### src/hdl/link_cfg_pkg.sv
`default_nettype none
package link_cfg_pkg;

	localparam int ADDR_W = 8;
	localparam int DATA_W = 8;
	localparam int BANK_DEPTH = 32;

	// Register offsets
	localparam logic [7:0] OFS_OWN_ADDR = 8'h00;
	localparam logic [7:0] OFS_PEER_ADDR = 8'h01;
	localparam logic [7:0] OFS_SPREAD_AUDIO = 8'h02;
	localparam logic [7:0] OFS_SPREAD_CAL = 8'h03;
	localparam logic [7:0] OFS_LINK_EN = 8'h04;
	localparam logic [7:0] OFS_BANK_LAST = 8'h1F;

	// Reset values and unmapped read value
	localparam logic [7:0] RST_OWN_ADDR = 8'h80;
	localparam logic [7:0] RST_PEER_ADDR = 8'h90;
	localparam logic [7:0] RST_SPREAD_AUDIO = 8'h1F;
	localparam logic [7:0] RST_SPREAD_CAL = 8'h00;
	localparam logic [7:0] RST_LINK_EN = 8'h07;
	localparam logic [7:0] RD_UNMAPPED = 8'h00;

	// Field positions
	localparam int POS_CONFIG_LOCK = 0;
	localparam int POS_SS_LSB = 5;
	localparam int POS_LINK_TX = 7;
	localparam int POS_SLEEP = 4;
	localparam int POS_PEER_RSVD = 0;

	// Interface type codes
	localparam logic [1:0] IF_TYPE_UART = 2'h1;

	// Bus width modes
	localparam logic [1:0] BW_24 = 2'h0;
	localparam logic [1:0] BW_32 = 2'h1;
	localparam logic [1:0] BW_HIGH = 2'h2;

	// Rate and audio format limits
	localparam logic [7:0] PCLK_MAX_WIDE_MHZ = 8'h68;
	localparam logic [7:0] PCLK_MAX_32_MHZ = 8'h4E;
	localparam logic [11:0] LINE_RATE_MAX_MBPS = 12'hC30;
	localparam logic [7:0] AUDIO_RATE_MIN_KHZ = 8'h20;
	localparam logic [7:0] AUDIO_RATE_MAX_KHZ = 8'hC0;
	localparam logic [5:0] AUDIO_DEPTH_MIN = 6'h08;
	localparam logic [5:0] AUDIO_DEPTH_MAX = 6'h20;
	localparam logic [3:0] AUDIO_CHAN_MAX = 4'h8;

	typedef struct packed {
		logic valid;
		logic write;
		logic [7:0] addr;
		logic [7:0] wdata;
	} acc_s;

	typedef struct packed {
		logic [6:0] own_addr_field;
		logic config_lock;
		logic [6:0] peer_addr_field;
		logic [2:0] spread_setting;
		logic audio_chan_enable;
		logic [1:0] pixel_clock_range;
		logic [1:0] serial_rate_range;
		logic [1:0] mod_rate_cal_mode;
		logic [5:0] sawtooth_divider;
		logic link_tx_enable;
		logic cfg_link_enable;
		logic test_pattern_enable;
		logic sleep;
		logic [1:0] local_cc_if_type;
		logic reverse_cc_enable;
		logic forward_cc_enable;
	} cfg_s;

endpackage : link_cfg_pkg
`default_nettype wire

### src/hdl/cfg_word_bank.sv
`default_nettype none
module cfg_word_bank #(
	parameter int WIDTH = 8,
	parameter int DEPTH = 32
) (
	input wire logic clk,
	input wire logic arst_n,
	input wire logic wr_en,
	input wire logic [$clog2(DEPTH)-1:0] wr_addr,
	input wire logic [WIDTH-1:0] wr_data,
	input wire logic [$clog2(DEPTH)-1:0] rd_addr,
	output logic [WIDTH-1:0] rd_data
);
	logic [WIDTH-1:0] words_r [DEPTH];

	// Word store with registered read port
	always_ff @(posedge clk or negedge arst_n)
	begin
		if (!arst_n)
		begin
			rd_data <= '0;
			for (int i = 0; i < DEPTH; i++)
			begin
				words_r[i] <= '0;
			end
		end
		else
		begin
			rd_data <= words_r[rd_addr];
			if (wr_en)
			begin
				words_r[wr_addr] <= wr_data;
			end
		end
	end
endmodule : cfg_word_bank
`default_nettype wire

### src/hdl/link_serializer_config_regs.sv
`default_nettype none
module link_serializer_config_regs (
	input wire logic clk,
	input wire logic arst_n,
	input wire logic cc_base_mode,
	input wire link_cfg_pkg::acc_s acc,
	output logic acc_ready,
	output logic [7:0] rd_data,
	output logic rd_valid,
	input wire logic [3:0] strap_config_pins,
	input wire logic cc_direction_pin,
	input wire logic iic_select_pin,
	input wire logic mode_select_pin,
	input wire logic [1:0] bus_width_mode,
	input wire logic [11:0] line_rate_mbps,
	input wire logic [7:0] audio_rate_khz,
	input wire logic [5:0] audio_depth,
	input wire logic [3:0] audio_channels,
	output link_cfg_pkg::cfg_s cfg,
	output logic [7:0] pclk_max_mhz,
	output logic line_rate_ok,
	output logic audio_fmt_ok,
	output logic cc_full_duplex,
	output logic cc_passthrough
);
	import link_cfg_pkg::*;

	typedef struct packed {
		cfg_s cfg;
		logic strap_done;
		logic rd_pending;
		logic rd_low;
		logic [7:0] rd_low_data;
	} state_s;

	state_s st_r;
	state_s st_nxt;
	logic [7:0] bank_q;
	logic take;
	logic do_write;
	logic in_bank;

	function automatic logic [7:0] low_reg_read(input cfg_s c, input logic [7:0] a);
		logic [7:0] v;
		v = RD_UNMAPPED;
		unique case (a)
			OFS_OWN_ADDR: v = {c.own_addr_field, c.config_lock};
			OFS_PEER_ADDR: v = {c.peer_addr_field, 1'b0};
			OFS_SPREAD_AUDIO: v = {c.spread_setting, c.audio_chan_enable, c.pixel_clock_range,
				c.serial_rate_range};
			OFS_SPREAD_CAL: v = {c.mod_rate_cal_mode, c.sawtooth_divider};
			OFS_LINK_EN: v = {c.link_tx_enable, c.cfg_link_enable, c.test_pattern_enable, c.sleep,
				c.local_cc_if_type, c.reverse_cc_enable, c.forward_cc_enable};
			default: v = RD_UNMAPPED;
		endcase
		return v;
	endfunction : low_reg_read

	// Access gating
	assign acc_ready = st_r.strap_done && cc_base_mode;
	assign take = acc.valid && acc_ready;
	assign in_bank = acc.addr <= OFS_BANK_LAST;
	assign do_write = take && acc.write && in_bank && !st_r.cfg.config_lock;

	always_comb
	begin
		st_nxt = st_r;
		st_nxt.rd_pending = 1'b0;
		// Strap capture on first edge after reset release
		if (!st_r.strap_done)
		begin
			st_nxt.strap_done = 1'b1;
			st_nxt.cfg.spread_setting[0] = strap_config_pins[0];
			st_nxt.cfg.link_tx_enable = strap_config_pins[2];
			st_nxt.cfg.sleep = strap_config_pins[3] & cc_direction_pin;
		end
		if (take && !acc.write)
		begin
			st_nxt.rd_pending = 1'b1;
			st_nxt.rd_low = acc.addr <= OFS_LINK_EN || !in_bank;
			st_nxt.rd_low_data = low_reg_read(st_r.cfg, acc.addr);
		end
		// Locked bank still lets the lock bit itself be cleared
		if (take && acc.write && acc.addr == OFS_OWN_ADDR && st_r.cfg.config_lock)
		begin
			st_nxt.cfg.config_lock = acc.wdata[POS_CONFIG_LOCK];
		end
		if (do_write)
		begin
			unique case (acc.addr)
				OFS_OWN_ADDR:
				begin
					{st_nxt.cfg.own_addr_field, st_nxt.cfg.config_lock} = acc.wdata;
				end
				OFS_PEER_ADDR:
				begin
					st_nxt.cfg.peer_addr_field = acc.wdata[7:1];
				end
				OFS_SPREAD_AUDIO:
				begin
					{st_nxt.cfg.spread_setting, st_nxt.cfg.audio_chan_enable, st_nxt.cfg.pixel_clock_range,
						st_nxt.cfg.serial_rate_range} = acc.wdata;
				end
				OFS_SPREAD_CAL:
				begin
					{st_nxt.cfg.mod_rate_cal_mode, st_nxt.cfg.sawtooth_divider} = acc.wdata;
				end
				OFS_LINK_EN:
				begin
					{st_nxt.cfg.link_tx_enable, st_nxt.cfg.cfg_link_enable, st_nxt.cfg.test_pattern_enable,
						st_nxt.cfg.sleep, st_nxt.cfg.local_cc_if_type, st_nxt.cfg.reverse_cc_enable,
						st_nxt.cfg.forward_cc_enable} = acc.wdata;
				end
				default:
				begin
					st_nxt.cfg = st_nxt.cfg;
				end
			endcase
		end
	end

	always_ff @(posedge clk or negedge arst_n)
	begin
		if (!arst_n)
		begin
			st_r.cfg.own_addr_field <= RST_OWN_ADDR[7:1];
			st_r.cfg.config_lock <= RST_OWN_ADDR[0];
			st_r.cfg.peer_addr_field <= RST_PEER_ADDR[7:1];
			st_r.cfg.spread_setting <= RST_SPREAD_AUDIO[7:5];
			st_r.cfg.audio_chan_enable <= RST_SPREAD_AUDIO[4];
			st_r.cfg.pixel_clock_range <= RST_SPREAD_AUDIO[3:2];
			st_r.cfg.serial_rate_range <= RST_SPREAD_AUDIO[1:0];
			st_r.cfg.mod_rate_cal_mode <= RST_SPREAD_CAL[7:6];
			st_r.cfg.sawtooth_divider <= RST_SPREAD_CAL[5:0];
			st_r.cfg.link_tx_enable <= RST_LINK_EN[7];
			st_r.cfg.cfg_link_enable <= RST_LINK_EN[6];
			st_r.cfg.test_pattern_enable <= RST_LINK_EN[5];
			st_r.cfg.sleep <= RST_LINK_EN[4];
			st_r.cfg.local_cc_if_type <= RST_LINK_EN[3:2];
			st_r.cfg.reverse_cc_enable <= RST_LINK_EN[1];
			st_r.cfg.forward_cc_enable <= RST_LINK_EN[0];
			st_r.strap_done <= 1'b0;
			st_r.rd_pending <= 1'b0;
			st_r.rd_low <= 1'b0;
			st_r.rd_low_data <= 8'h00;
		end
		else
		begin
			st_r <= st_nxt;
		end
	end

	// Remaining words of the bank
	cfg_word_bank #(
		.WIDTH(DATA_W),
		.DEPTH(BANK_DEPTH)
	) u_bank (
		.clk(clk),
		.arst_n(arst_n),
		.wr_en(do_write && acc.addr > OFS_LINK_EN),
		.wr_addr(acc.addr[4:0]),
		.wr_data(acc.wdata),
		.rd_addr(acc.addr[4:0]),
		.rd_data(bank_q)
	);

	// Read return, one cycle after the request
	assign rd_valid = st_r.rd_pending;
	assign rd_data = !st_r.rd_pending ? 8'h00 : (st_r.rd_low ? st_r.rd_low_data : bank_q);

	assign cfg = st_r.cfg;

	// Derived operating limits
	assign pclk_max_mhz = (bus_width_mode == BW_32) ? PCLK_MAX_32_MHZ : PCLK_MAX_WIDE_MHZ;
	assign line_rate_ok = line_rate_mbps <= LINE_RATE_MAX_MBPS;
	assign audio_fmt_ok = audio_rate_khz >= AUDIO_RATE_MIN_KHZ && audio_rate_khz <= AUDIO_RATE_MAX_KHZ
		&& audio_depth >= AUDIO_DEPTH_MIN && audio_depth <= AUDIO_DEPTH_MAX
		&& audio_channels != 4'h0 && audio_channels <= AUDIO_CHAN_MAX;
	assign cc_full_duplex = st_r.cfg.local_cc_if_type == IF_TYPE_UART;
	assign cc_passthrough = !cc_base_mode;

	logic past_valid_r;
	always_ff @(posedge clk or negedge arst_n)
	begin
		if (!arst_n)
		begin
			past_valid_r <= 1'b0;
		end
		else
		begin
			past_valid_r <= 1'b1;
		end
	end
endmodule : link_serializer_config_regs
`default_nettype wire

### config.mk
export PLATFORM = sky130hd
export DESIGN_NAME = link_serializer_config_regs
export DESIGN_NICKNAME = d
export VERILOG_FILES = /design/src/hdl/link_cfg_pkg.sv /design/src/hdl/cfg_word_bank.sv /design/src/hdl/link_serializer_config_regs.sv
export SDC_FILE = /design/constraint.sdc
export NUM_CORES = 1
export LEC_CHECK = 0
export BUFFER_PORTS_ARGS = -buffer_cell sky130_fd_sc_hd__buf_2
export CAP_MARGIN = 0
export CORE_MARGIN = 1
export CORE_UTILIZATION = 46
export DETAILED_ROUTE_END_ITERATION = 8
export HOLD_SLACK_MARGIN = 0.02
export MAX_ROUTING_LAYER = met4
export SLEW_MARGIN = 25
export SYNTH_ARGS = -nofsm -noshare
export SYNTH_HDL_FRONTEND = slang
export SYNTH_SLANG_ARGS = --single-unit
### constraint.sdc
create_clock -name clk -period 2.5 [get_ports clk]
set_input_delay 0.5 -clock clk [delete_from_list [all_inputs] [get_ports clk]]
set_output_delay 0.5 -clock clk [all_outputs]
set_load 0.005 [all_outputs]
==> results of run 1 <==
-- metal layers --
metal	vias up	GRT usage
li1	3900	-
met1	4496	0.315
met2	214	0.331
met3	52	0.0362
met4	0	0.0561
met5	-	-
-- repair_timing --
action | in CTS | in global routing
hold buffers | 1 | 0
resized for setup | 0 | 0
hold endpoints to repair | 17 | 0
-- kinds of logic after synthesis --
logic type	after synthesis	synth area share
mux	370	0.318
other cells	2	0.000512
flops	314	0.537
buf+inv	160	0.0557
simple gates	126	0.0499
compound gates	75	0.0387
xor+xnor	1	0.000598
-- Yosys cell counts, types with 7 or more instances --
cell,n
o21ai_0,10
a211oi_1,10
dfstp_2,11
nor2_1,13
mux2i_1,54
nor2b_1,16
nand2_2,24
buf_4,46
o32ai_1,10
clkbuf_1,86
buf_2,15
dfrtp_1,303
mux4_2,47
mux2_4,7
mux2_2,262
a221oi_1,15
nand2_1,27
a22oi_1,9
-- worst max-delay path, delay by kind of cell --
kind / cells / cell delay (ns)
buffers and inverters: 2 / 0.22
AND/OR/NAND/NOR: 2 / 0.67
AO/OA/AOI/OAI: 2 / 0.42
-- power groups by stage --
| stage | clock (W) | combinational [W] | sequential [W] |
|---|---|---|---|
| 2_1_floorplan | 0 | 0.000375 | 0.00526 |
| 3_3_place_gp | 0 | 0.000707 | 0.00528 |
| 3_5_place_dp | 0 | 0.000711 | 0.00528 |
| 4_1_cts | 0.00544 | 0.000716 | 0.00519 |
| 5_1_grt | 0.00566 | 0.000764 | 0.00520 |
| 6_report | 0.00530 | 0.000700 | 0.00519 |
-- state kept, by name (all words and copies together), names as in the netlist --
register and count:
u_bank.words_r 256, cfg 39, st_r 10, u_bank.rd_data 8, rd_valid 1
-- cell type report --
cell class,instances,area share
clock buffer,51,0.0635
clock inverter,15,0.00841
tap,396,0.0295
timing repair buffer,182,0.0739
inverter,3,0.000670
multi-input combinational,578,0.356
sequential,314,0.468
-- stage by stage --
step,total power [W],setup WS (ns),instances,cell area [um^2]
floorplan,0.00563,0.0264,1052,14700
global placement,0.00599,-0.0625,1472,15600
detailed placement,0.00600,-0.0553,1472,15600
CTS,0.0113,0.171,1539,16800
global route,0.0116,0.0144,1539,16800
finish,0.0112,0.189,1539,16800
-- how the worst max path moves through the flow --
stage,from,to,slack [ns],cells after the start
2_1_floorplan,acc[14],cfg[24],0.03,6
3_3_place_gp,acc[14],u_bank.words_r[202],-0.06,7
3_5_place_dp,acc[14],u_bank.words_r[206],-0.06,7
4_1_cts,audio_rate_khz[0],audio_fmt_ok,0.17,6
5_1_grt,audio_rate_khz[0],audio_fmt_ok,0.01,6
6_report,audio_rate_khz[0],audio_fmt_ok,0.19,6
==> metrics.md, run 1 <==
| Metric | Value |
|---|---|
| Area growth from synthesis to layout | `14.7%` |
| Syn_area_per_cell | `14.0 um^2` |
| Critical path class | `input port to output port` |
| RSZ-0062 raised after global routing | `false` |
| Max Cap Viol | `0` |
| Clock-pin slew on the worst setup and hold paths | `0.06 ns` |
| DR top layer | `met4` |
| Post-Syn Instances | `roughly 1000` |
| Critical path's slowest cell | `or4_1` |
| Net Sw Power | `0.00257 W` |
| Yosys cell types | `52` |
| Postcts setup bufs | `0` |
| Synth Cell Area | `~0.015 mm^2` |
| PwrDens | `666 mW/mm^2` |
| Routed wl met2 | `15.6 mm` |
| Layout cells sized above 1 | `0.530` |
| CORE AREA | `0.0310 mm^2` |
| Rows | `64` |
| Fin. Hold Viols | `0` |
| Remaining Overflow, GRT | `0` |
| Final ANT Viol Nets | `0` |
| # clock sinks | `314` |
| Initial core utilization | `0.473` |
| DRT iter0 DRCs | `445` |
| Gp weighted congestion | `roughly 0.8` |
| Multi-input logic area | `0.00598 mm^2` |
| Setup TNS | `0 ns` |
| R2R Setup Slk | `0.42 ns` |
| WL met3 | `approximately 1.6 mm` |
| Int Pwr | `approximately 0.0086 W` |
| Yosys top cell by area | `dfrtp_1` |
| Final wirelength | `34.1 mm` |
| Post-synth EDFFs | `0` |
| R2R cell count | `6` |
| HP Class | `input port to flip-flop` |
| Critical-path cell list | `buf_2 > or4_1 > o311ai_0 > o31ai_1 > nor3_1 > buf_2` |
| Period utilisation layout | `0.924` |
| CP dominant cell by count | `buf_2` |
| R2r endpoint | `u_bank.words_r[200]` |
| Worst skew pair latency | `0.52 ns` |
| Slowest stage delay, CP | `0.50 ns` |
| Vias/cell | `5.63` |
| CP arrival | `1.81 ns` |
| Fin. max-slew vios | `0` |
| Finished Core Util | `0.543` |
| Worst vdd ir | `between 0.0005 and 0.0006 V` |
| Async SR Flop Fraction | `1.00` |
| First-pass GRT wire length | `53.2 mm` |
| CTS Root Cell | `clkbuf_16` |
| Status | `completed` |
| CP max FO | `1` |
| Most common cell after layout, fill and taps aside | `dfrtp_1` |
| Fillcell total | `2587` |
| Wl on met1 | `16.2 mm` |
| Buffer levels on the longest clock path | `3` |
| Chip height | `around 180 um` |
| Total number of vias | `~8700` |
| DIE WIDTH | `181 um` |
| CTS tree | `yes` |
| Detailed placement HPWL | `~22 mm` |
| Initial antenna violation count | `0` |
| I/O pin count | `121` |
| Peak Freq | `~430 MHz` |
| Synth top area share | `0.517` |
| H-tree Lvls | `2` |
| YS warnings | `0` |
| Min Clock Period, post-route | `2.31 ns` |
| Residual DRC | `0` |
| Clock network power share | `0.474` |
| Nets | `1175` |
| Slew margin rel. | `0.490` |
| Flop pwr share | `0.464` |
| Sequential area share after synthesis | `0.537` |
| Worst Path Required | `2.00 ns` |
| Vias in the first global route | `8827` |
| Sequential cell area | `0.00787 mm^2` |
| Primary FF master, synth | `dfrtp_1` |
| Cts bufs inserted | `36` |
| DRT Pass-1 Iters | `5` |
| Crit. End Element | `output port` |
| Comb power frac | `0.063` |
| LEAKAGE | `approximately 8.4 nW` |
| Worst Hold Depth | `3` |
| Hold slack | `between 0.3 and 0.4 ns` |
| Most frequent cells in the layout | `dfrtp_1, mux2_2, buf_2` |
| Clk_skew | `0.0152 ns` |
| GR Util All Layers | `0.221` |
| WHS Endpoint | `cfg[7]` |
| Largest cells by area after synthesis | `dfrtp_1, mux2_2, mux4_2` |
| Setup-failing EPs final | `0` |
| R2R Path Start | `st_r[10]` |
| Slew @ Worst Pin | `0.765 ns` |
| Count of input and output buffers | `about 110` |
| Die ar. | `0.0326 mm^2` |
| DR WL/cell | `22.2 um` |
| Hold Startpoint | `strap_config_pins[2]` |
| #FFs+latches synth | `314` |
| Switching Share | `0.230` |
| Largest net degree at the start of global routing | `76` |
| CP startpoint kind | `input port` |
| Antenna cell count | `0` |
Note: power is estimated with default switching activity, not from simulation.
==> inputs of run 2 (changes only) <==
--- a/config.mk
+++ b/config.mk
@@ -7,11 +7,13 @@
 export LEC_CHECK = 0
 export BUFFER_PORTS_ARGS = -buffer_cell sky130_fd_sc_hd__buf_2
 export CAP_MARGIN = 0
+export CELL_PAD_IN_SITES_DETAIL_PLACEMENT = 2
+export CELL_PAD_IN_SITES_GLOBAL_PLACEMENT = 2
 export CORE_MARGIN = 1
-export CORE_UTILIZATION = 46
+export CORE_UTILIZATION = 43
 export DETAILED_ROUTE_END_ITERATION = 8
 export HOLD_SLACK_MARGIN = 0.02
-export MAX_ROUTING_LAYER = met4
+export PLACE_DENSITY_LB_ADDON = 0.1
 export SLEW_MARGIN = 25
 export SYNTH_ARGS = -nofsm -noshare
 export SYNTH_HDL_FRONTEND = slang
==> run 2 against run 1 <==
Net effect: non-clock buffer count increased by 16; routed wire length rose by 21%; worst hold slack got worse by 0.033 ns; cell count rose by 4.6%; highest routed layer unchanged.
==> metrics.md, run 2 (same netlist as run 1, synthesis figures left out) <==
| Metric | Value |
|---|---|
| Status | `completed` |
| Fin cells | `1610` |
| Final ANT Viol Nets | `0` |
| DR WL/cell | `around 26 um` |
| Initial core utilization | `0.437` |
| Worst skew pair latency | `0.53 ns` |
| R2R Path Start | `st_r[10]` |
| CP max FO | `1` |
| Post-place setup slack | `-0.000522 ns` |
| H-tree Lvls | `2` |
| Peak Freq | `431 MHz` |
| Layout cells sized above 1 | `0.537` |
| Clock-pin slew on the worst setup and hold paths | `0.05 ns` |
| Crit. End Element | `output port` |
| Nets | `1192` |
| R2r endpoint | `u_bank.words_r[167]` |
| First-pass GRT wire length | `65.5 mm` |
| HP Class | `input port to flip-flop` |
| DRT iter0 DRCs | `416` |
| Period utilisation layout | `0.929` |
| Critical path class | `input port to output port` |
| CP startpoint kind | `input port` |
| # clock sinks | `about 310` |
| Detailed placement HPWL | `27.1 mm` |
| Final wirelength | `41.5 mm` |
| CTS tree | `yes` |
| Area growth from synthesis to layout | `17.4%` |
| DIE WIDTH | `187 um` |
| Most frequent cells in the layout | `dfrtp_1, mux2_2, buf_2` |
| Rows | `67` |
| Most common cell after layout, fill and taps aside | `dfrtp_1` |
| R2R cell count | `6` |
| CP arrival | `1.82 ns` |
| PwrDens | `between 700 and 800 mW/mm^2` |
| Fin. max-slew vios | `0` |
| Vias in the first global route | `between 10000 and 15000` |
| Worst Path Required | `2.00 ns` |
| Clk_skew | `0.0168 ns` |
| Min Clock Period, post-route | `2.32 ns` |
| LEAKAGE | `between 8 and 9 nW` |
| Residual DRC | `0` |
| Critical Path Start | `audio_rate_khz[0]` |
| I/O pin count | `121` |
| Slew margin rel. | `0.429` |
| Max reg flops | `256` |
| Die ar. | `0.0348 mm^2` |
| Final instance area | `0.0172 mm^2` |
| Cts bufs inserted | `37` |
| CORE AREA | `0.0335 mm^2` |
| Placed cell area | `0.0158 mm^2` |
| Setup-failing EPs final | `0` |
| Slew @ Worst Pin | `0.855 ns` |
| DRT Pass-1 Iters | `4` |
| Gp weighted congestion | `between 0.7 and 0.8` |
| Buffer levels on the longest clock path | `3` |
| Max Cap Viol | `0` |
| R2R Setup Slk | `roughly 0.26 ns` |
| Initial antenna violation count | `0` |
| Chip height | `187 um` |
| Top reg by flops | `u_bank.words_r` |
| Placed cells | `1540` |
| Worst vdd ir | `between 0.0005 and 0.0006 V` |
| CTS Root Cell | `clkbuf_16` |
| RSZ-0062 raised after global routing | `false` |
| Vias/cell | `5.54` |
| Final worst slack | `0.177 ns` |
| Largest net degree at the start of global routing | `67` |
| Largest registers | `u_bank.words_r: 256 flops, cfg: 39 flops, st_r: 10 flops` |
| Hold slack | `about 0.34 ns` |
| Postcts setup bufs | `0` |
| Remaining Overflow, GRT | `0` |
| Worst setup path endpoint | `audio_fmt_ok` |
| Fin. Hold Viols | `0` |
| Count of input and output buffers | `112` |
| Total number of vias | `8913` |
| GR Util All Layers | `0.248` |
run 2: cell count changes in the layout (fill, tap and decap cells not counted), sizes merged:
cell | before | now
buf | 181 | 197
bufinv | 2 | 8
clkinv | 9 | 4
clkinvlp | 1 | 3
inv | 6 | 4
clkbuf | 51 | 52
diode | 0 | 1
run 2: repair_timing:
action | in CTS | in global routing
endpoints found under the hold margin | 52 | 0
hold buffers | 1 | 0
resized for setup | 0 | 1
endpoints found under the setup margin | 0 | 1
run 2: per-stage QoR:
stage                     setup TNS (ns)  power (W)  utilization
final                                  0     0.0121        0.513
after global routing                   0     0.0124        0.513
after CTS                              0     0.0122        0.513
after detailed placement       -0.000522    0.00604        0.471
after global placement                 0    0.00602        0.471
after floorplan                        0    0.00563            -
run 2: worst min path at each step:
stage | to | cells past startpoint | start | slack (ns)
2_1_floorplan | cfg[10] | 0 | arst_n | 0.20
3_3_place_gp | u_bank.words_r[218] | 0 | u_bank.words_r[218] | 0.36
3_5_place_dp | u_bank.words_r[218] | 0 | u_bank.words_r[218] | 0.36
4_1_cts | cfg[21] | 3 | strap_config_pins[0] | 0.32
5_1_grt | cfg[21] | 3 | strap_config_pins[0] | 0.34
6_report | cfg[21] | 3 | strap_config_pins[0] | 0.34
run 2: where the power goes:
| group | switching, W | leakage [nW] | internal, W |
|---|---|---|---|
| combinational | 0.000461 | 3.56 | 0.000291 |
| clock | 0.00221 | 0.678 | 0.00392 |
| sequential | 0.0000521 | 4.32 | 0.00515 |
| total | 0.00272 | 8.55 | 0.00935 |
run 2: worst max-delay path, stage by stage:
cell	delay [ns]
buf_2	0.10
or4_1	0.51
o311ai_1	0.24
o31ai_1	0.12
nor3_1	0.20
buf_2	0.15
run 2: area by class of cell:
class	instances	area (um^2)
fill	3115	16300
sequential	314	7870
multi-input combinational	578	5980
timing repair buffer	198	1380
clock buffer	52	1100
tap	448	561
clock inverter	16	292
inverter	3	11.3
antenna	1	2.50
run 2: layer usage:
| layer | wire length, um | global-route usage |
|---|---|---|
| met3 | 1180 | 0.0335 |
| met2 | 20500 | 0.415 |
| met4 | 1090 | 0.0801 |
| met5 | 0 | 0 |
| met1 | 18700 | 0.333 |
==> inputs of run 3 (changes only) <==
--- a/config.mk
+++ b/config.mk
@@ -12,6 +12,7 @@
 export CORE_MARGIN = 1
 export CORE_UTILIZATION = 43
 export DETAILED_ROUTE_END_ITERATION = 8
+export GPL_ROUTABILITY_DRIVEN = 0
 export HOLD_SLACK_MARGIN = 0.02
 export PLACE_DENSITY_LB_ADDON = 0.1
 export SLEW_MARGIN = 25
==> constraint.sdc (replaced) <==
create_clock -name clk -period 2.5 [get_ports clk]
set_input_delay 0.25 -clock clk [delete_from_list [all_inputs] [get_ports clk]]
set_output_delay 0.25 -clock clk [all_outputs]
set_load 0.005 [all_outputs]
==> run 3 against run 2 <==
Net effect: combinational power shrank 1%; global-route usage shrank 0.13 points; total power shrank 9.3%; sequential cell count is the same; cell count shrank 1.3%; register-to-register slack gained 0.13 ns; first-iteration DRC count shrank 2.2%; sequential power is essentially flat.
==> metrics.md, run 3 (same netlist as run 1, synthesis figures left out) <==
| Metric | Value |
|---|---|
| Antenna cell count | `0` |
| Rows | `between 60 and 70` |
| HP Class | `input port to flip-flop` |
| # clock sinks | `314` |
| R2R Path Start | `st_r[10]` |
| Area growth from synthesis to layout | `14.5%` |
| Setup-failing EPs final | `0` |
| DRT iter0 DRCs | `407` |
| Critical path class | `flip-flop to flip-flop` |
| Buffer levels on the longest clock path | `3` |
| Largest net degree at the start of global routing | `69` |
| CP max FO | `8` |
| Die ar. | `roughly 0.035 mm^2` |
| Total number of vias | `roughly 8900` |
| Nets | `~1200` |
| Fin. max-slew vios | `0` |
| DIE WIDTH | `187 um` |
| Final wirelength | `41.4 mm` |
| Residual DRC | `0` |
| Final ANT Viol Nets | `0` |
| Worst vdd ir | `~0.00044 V` |
| Finished Core Util | `0.500` |
| Remaining Overflow, GRT | `0` |
| Slew margin rel. | `0.450` |
| DRT Pass-1 Iters | `4` |
| CP startpoint kind | `flip-flop` |
| H-tree Lvls | `2` |
| Fin. Hold Viols | `0` |
| R2r endpoint | `u_bank.words_r[204]` |
| Worst skew pair latency | `0.53 ns` |
| Peak Freq | `474 MHz` |
| Top reg by flops | `u_bank.words_r` |
| CTS Root Cell | `clkbuf_16` |
| Detailed placement HPWL | `around 27 mm` |
| I/O pin count | `about 120` |
| CP arrival | `2.52 ns` |
| Hold Startpoint | `strap_config_pins[2]` |
| Max Cap Viol | `0` |
| Initial core utilization | `0.437` |
| LEAKAGE | `8.33 nW` |
| Initial antenna violation count | `0` |
| Worst Hold Depth | `3` |
| WHS Endpoint | `cfg[7]` |
| Max reg flops | `256` |
| First-pass GRT wire length | `64.8 mm` |
| Crit. End Element | `flip-flop` |
| Count of input and output buffers | `around 110` |
| Critical Path Start | `st_r[10]` |
| GR Util All Layers | `0.246` |
| Clk_skew | `0.0216 ns` |
| Vias/cell | `5.61` |
| R2R Setup Slk | `0.39 ns` |
| CORE AREA | `0.0335 mm^2` |
| Period utilisation layout | `0.845` |
| Setup TNS | `0 ns` |
| PwrDens | `652 mW/mm^2` |
| Worst Path Required | `roughly 2.9 ns` |
| Most common cell after layout, fill and taps aside | `dfrtp_1` |
| RSZ-0062 raised after global routing | `false` |
| Status | `completed` |
| Largest registers | `u_bank.words_r: 256 flops, cfg: 39 flops, st_r: 10 flops` |
| Layout cells sized above 1 | `0.520` |
| Most frequent cells in the layout | `dfrtp_1, mux2_2, buf_2` |
| Chip height | `around 190 um` |
| Clock-pin slew on the worst setup and hold paths | `about 0.06 ns` |
| Postcts setup bufs | `0` |
| DR WL/cell | `26.1 um` |
| CTS tree | `yes` |
| Cts bufs inserted | `37` |
| Slew @ Worst Pin | `between 0.8 and 0.9 ns` |
| Min Clock Period, post-route | `~2.1 ns` |
| R2R cell count | `7` |
| Vias in the first global route | `just over 10000` |
[run 3: critical path, cell delays in order (launching register included)]
cell and delay (ns):
dfrtp_1 0.50, nand4_1 0.14, buf_4 0.20, nor4_1 0.26, buf_4 0.21, and3b_1 0.19, buf_4 0.16, mux2_2 0.34
[run 3: per-layer routing]
| metal | up-vias | part of all wire | track usage |
|---|---|---|---|
| li1 | 3906 | - | - |
| met1 | 4778 | 0.44 | 0.326 |
| met2 | 161 | 0.50 | 0.420 |
| met3 | 63 | 0.033 | 0.0369 |
| met4 | 0 | 0.025 | 0.0725 |
| met5 | - | 0 | 0 |
[run 3: metrics by stage]
| stage | cell area, um^2 | std cells | power (W) | setup slack [ns] | hold slack, ns |
|---|---|---|---|---|---|
| floorplan | 14700 | 1052 | 0.00563 | 0.276 | -0.0456 |
| global placement | 15700 | 1525 | 0.00601 | 0.197 | 0.284 |
| detailed placement | 15700 | 1525 | 0.00604 | 0.147 | 0.287 |
| CTS | 16800 | 1589 | 0.0111 | 0.348 | 0.0935 |
| global route | 16800 | 1589 | 0.0113 | 0.269 | 0.122 |
| finish | 16800 | 1589 | 0.0109 | 0.389 | 0.110 |
[run 3: cell type report]
| class | instances | area [um^2] |
|---|---|---|
| Fill cell | 3173 | 16700 |
| Sequential cell | 314 | 7870 |
| Multi-Input combinational cell | 578 | 5980 |
| Timing Repair Buffer | 183 | 1250 |
| Clock buffer | 58 | 1070 |
| Tap cell | 448 | 561 |
| Clock inverter | 5 | 38.8 |
| Inverter | 3 | 11.3 |
[run 3: worst max-delay path by stage]
stage                     cells after the start                   to
after floorplan                               6              cfg[24]
after global placement                        7  u_bank.words_r[189]
after detailed placement                      7    u_bank.rd_data[0]
after CTS                                     6         audio_fmt_ok
after global routing                          6               cfg[7]
final                                         7  u_bank.words_r[204]
[run 3: power breakdown]
group	internal (W)	total, W	switching [W]
logic	0.000280	0.000741	0.000460
clock network	0.00292	0.00501	0.00209
registers	0.00515	0.00520	0.0000517
total	0.00835	0.0109	0.00260
[run 3: repair_timing]
action,4_1_cts,5_1_grt
hold buffers,1,0
endpoints found under the hold margin,58,0
resized for setup,0,0
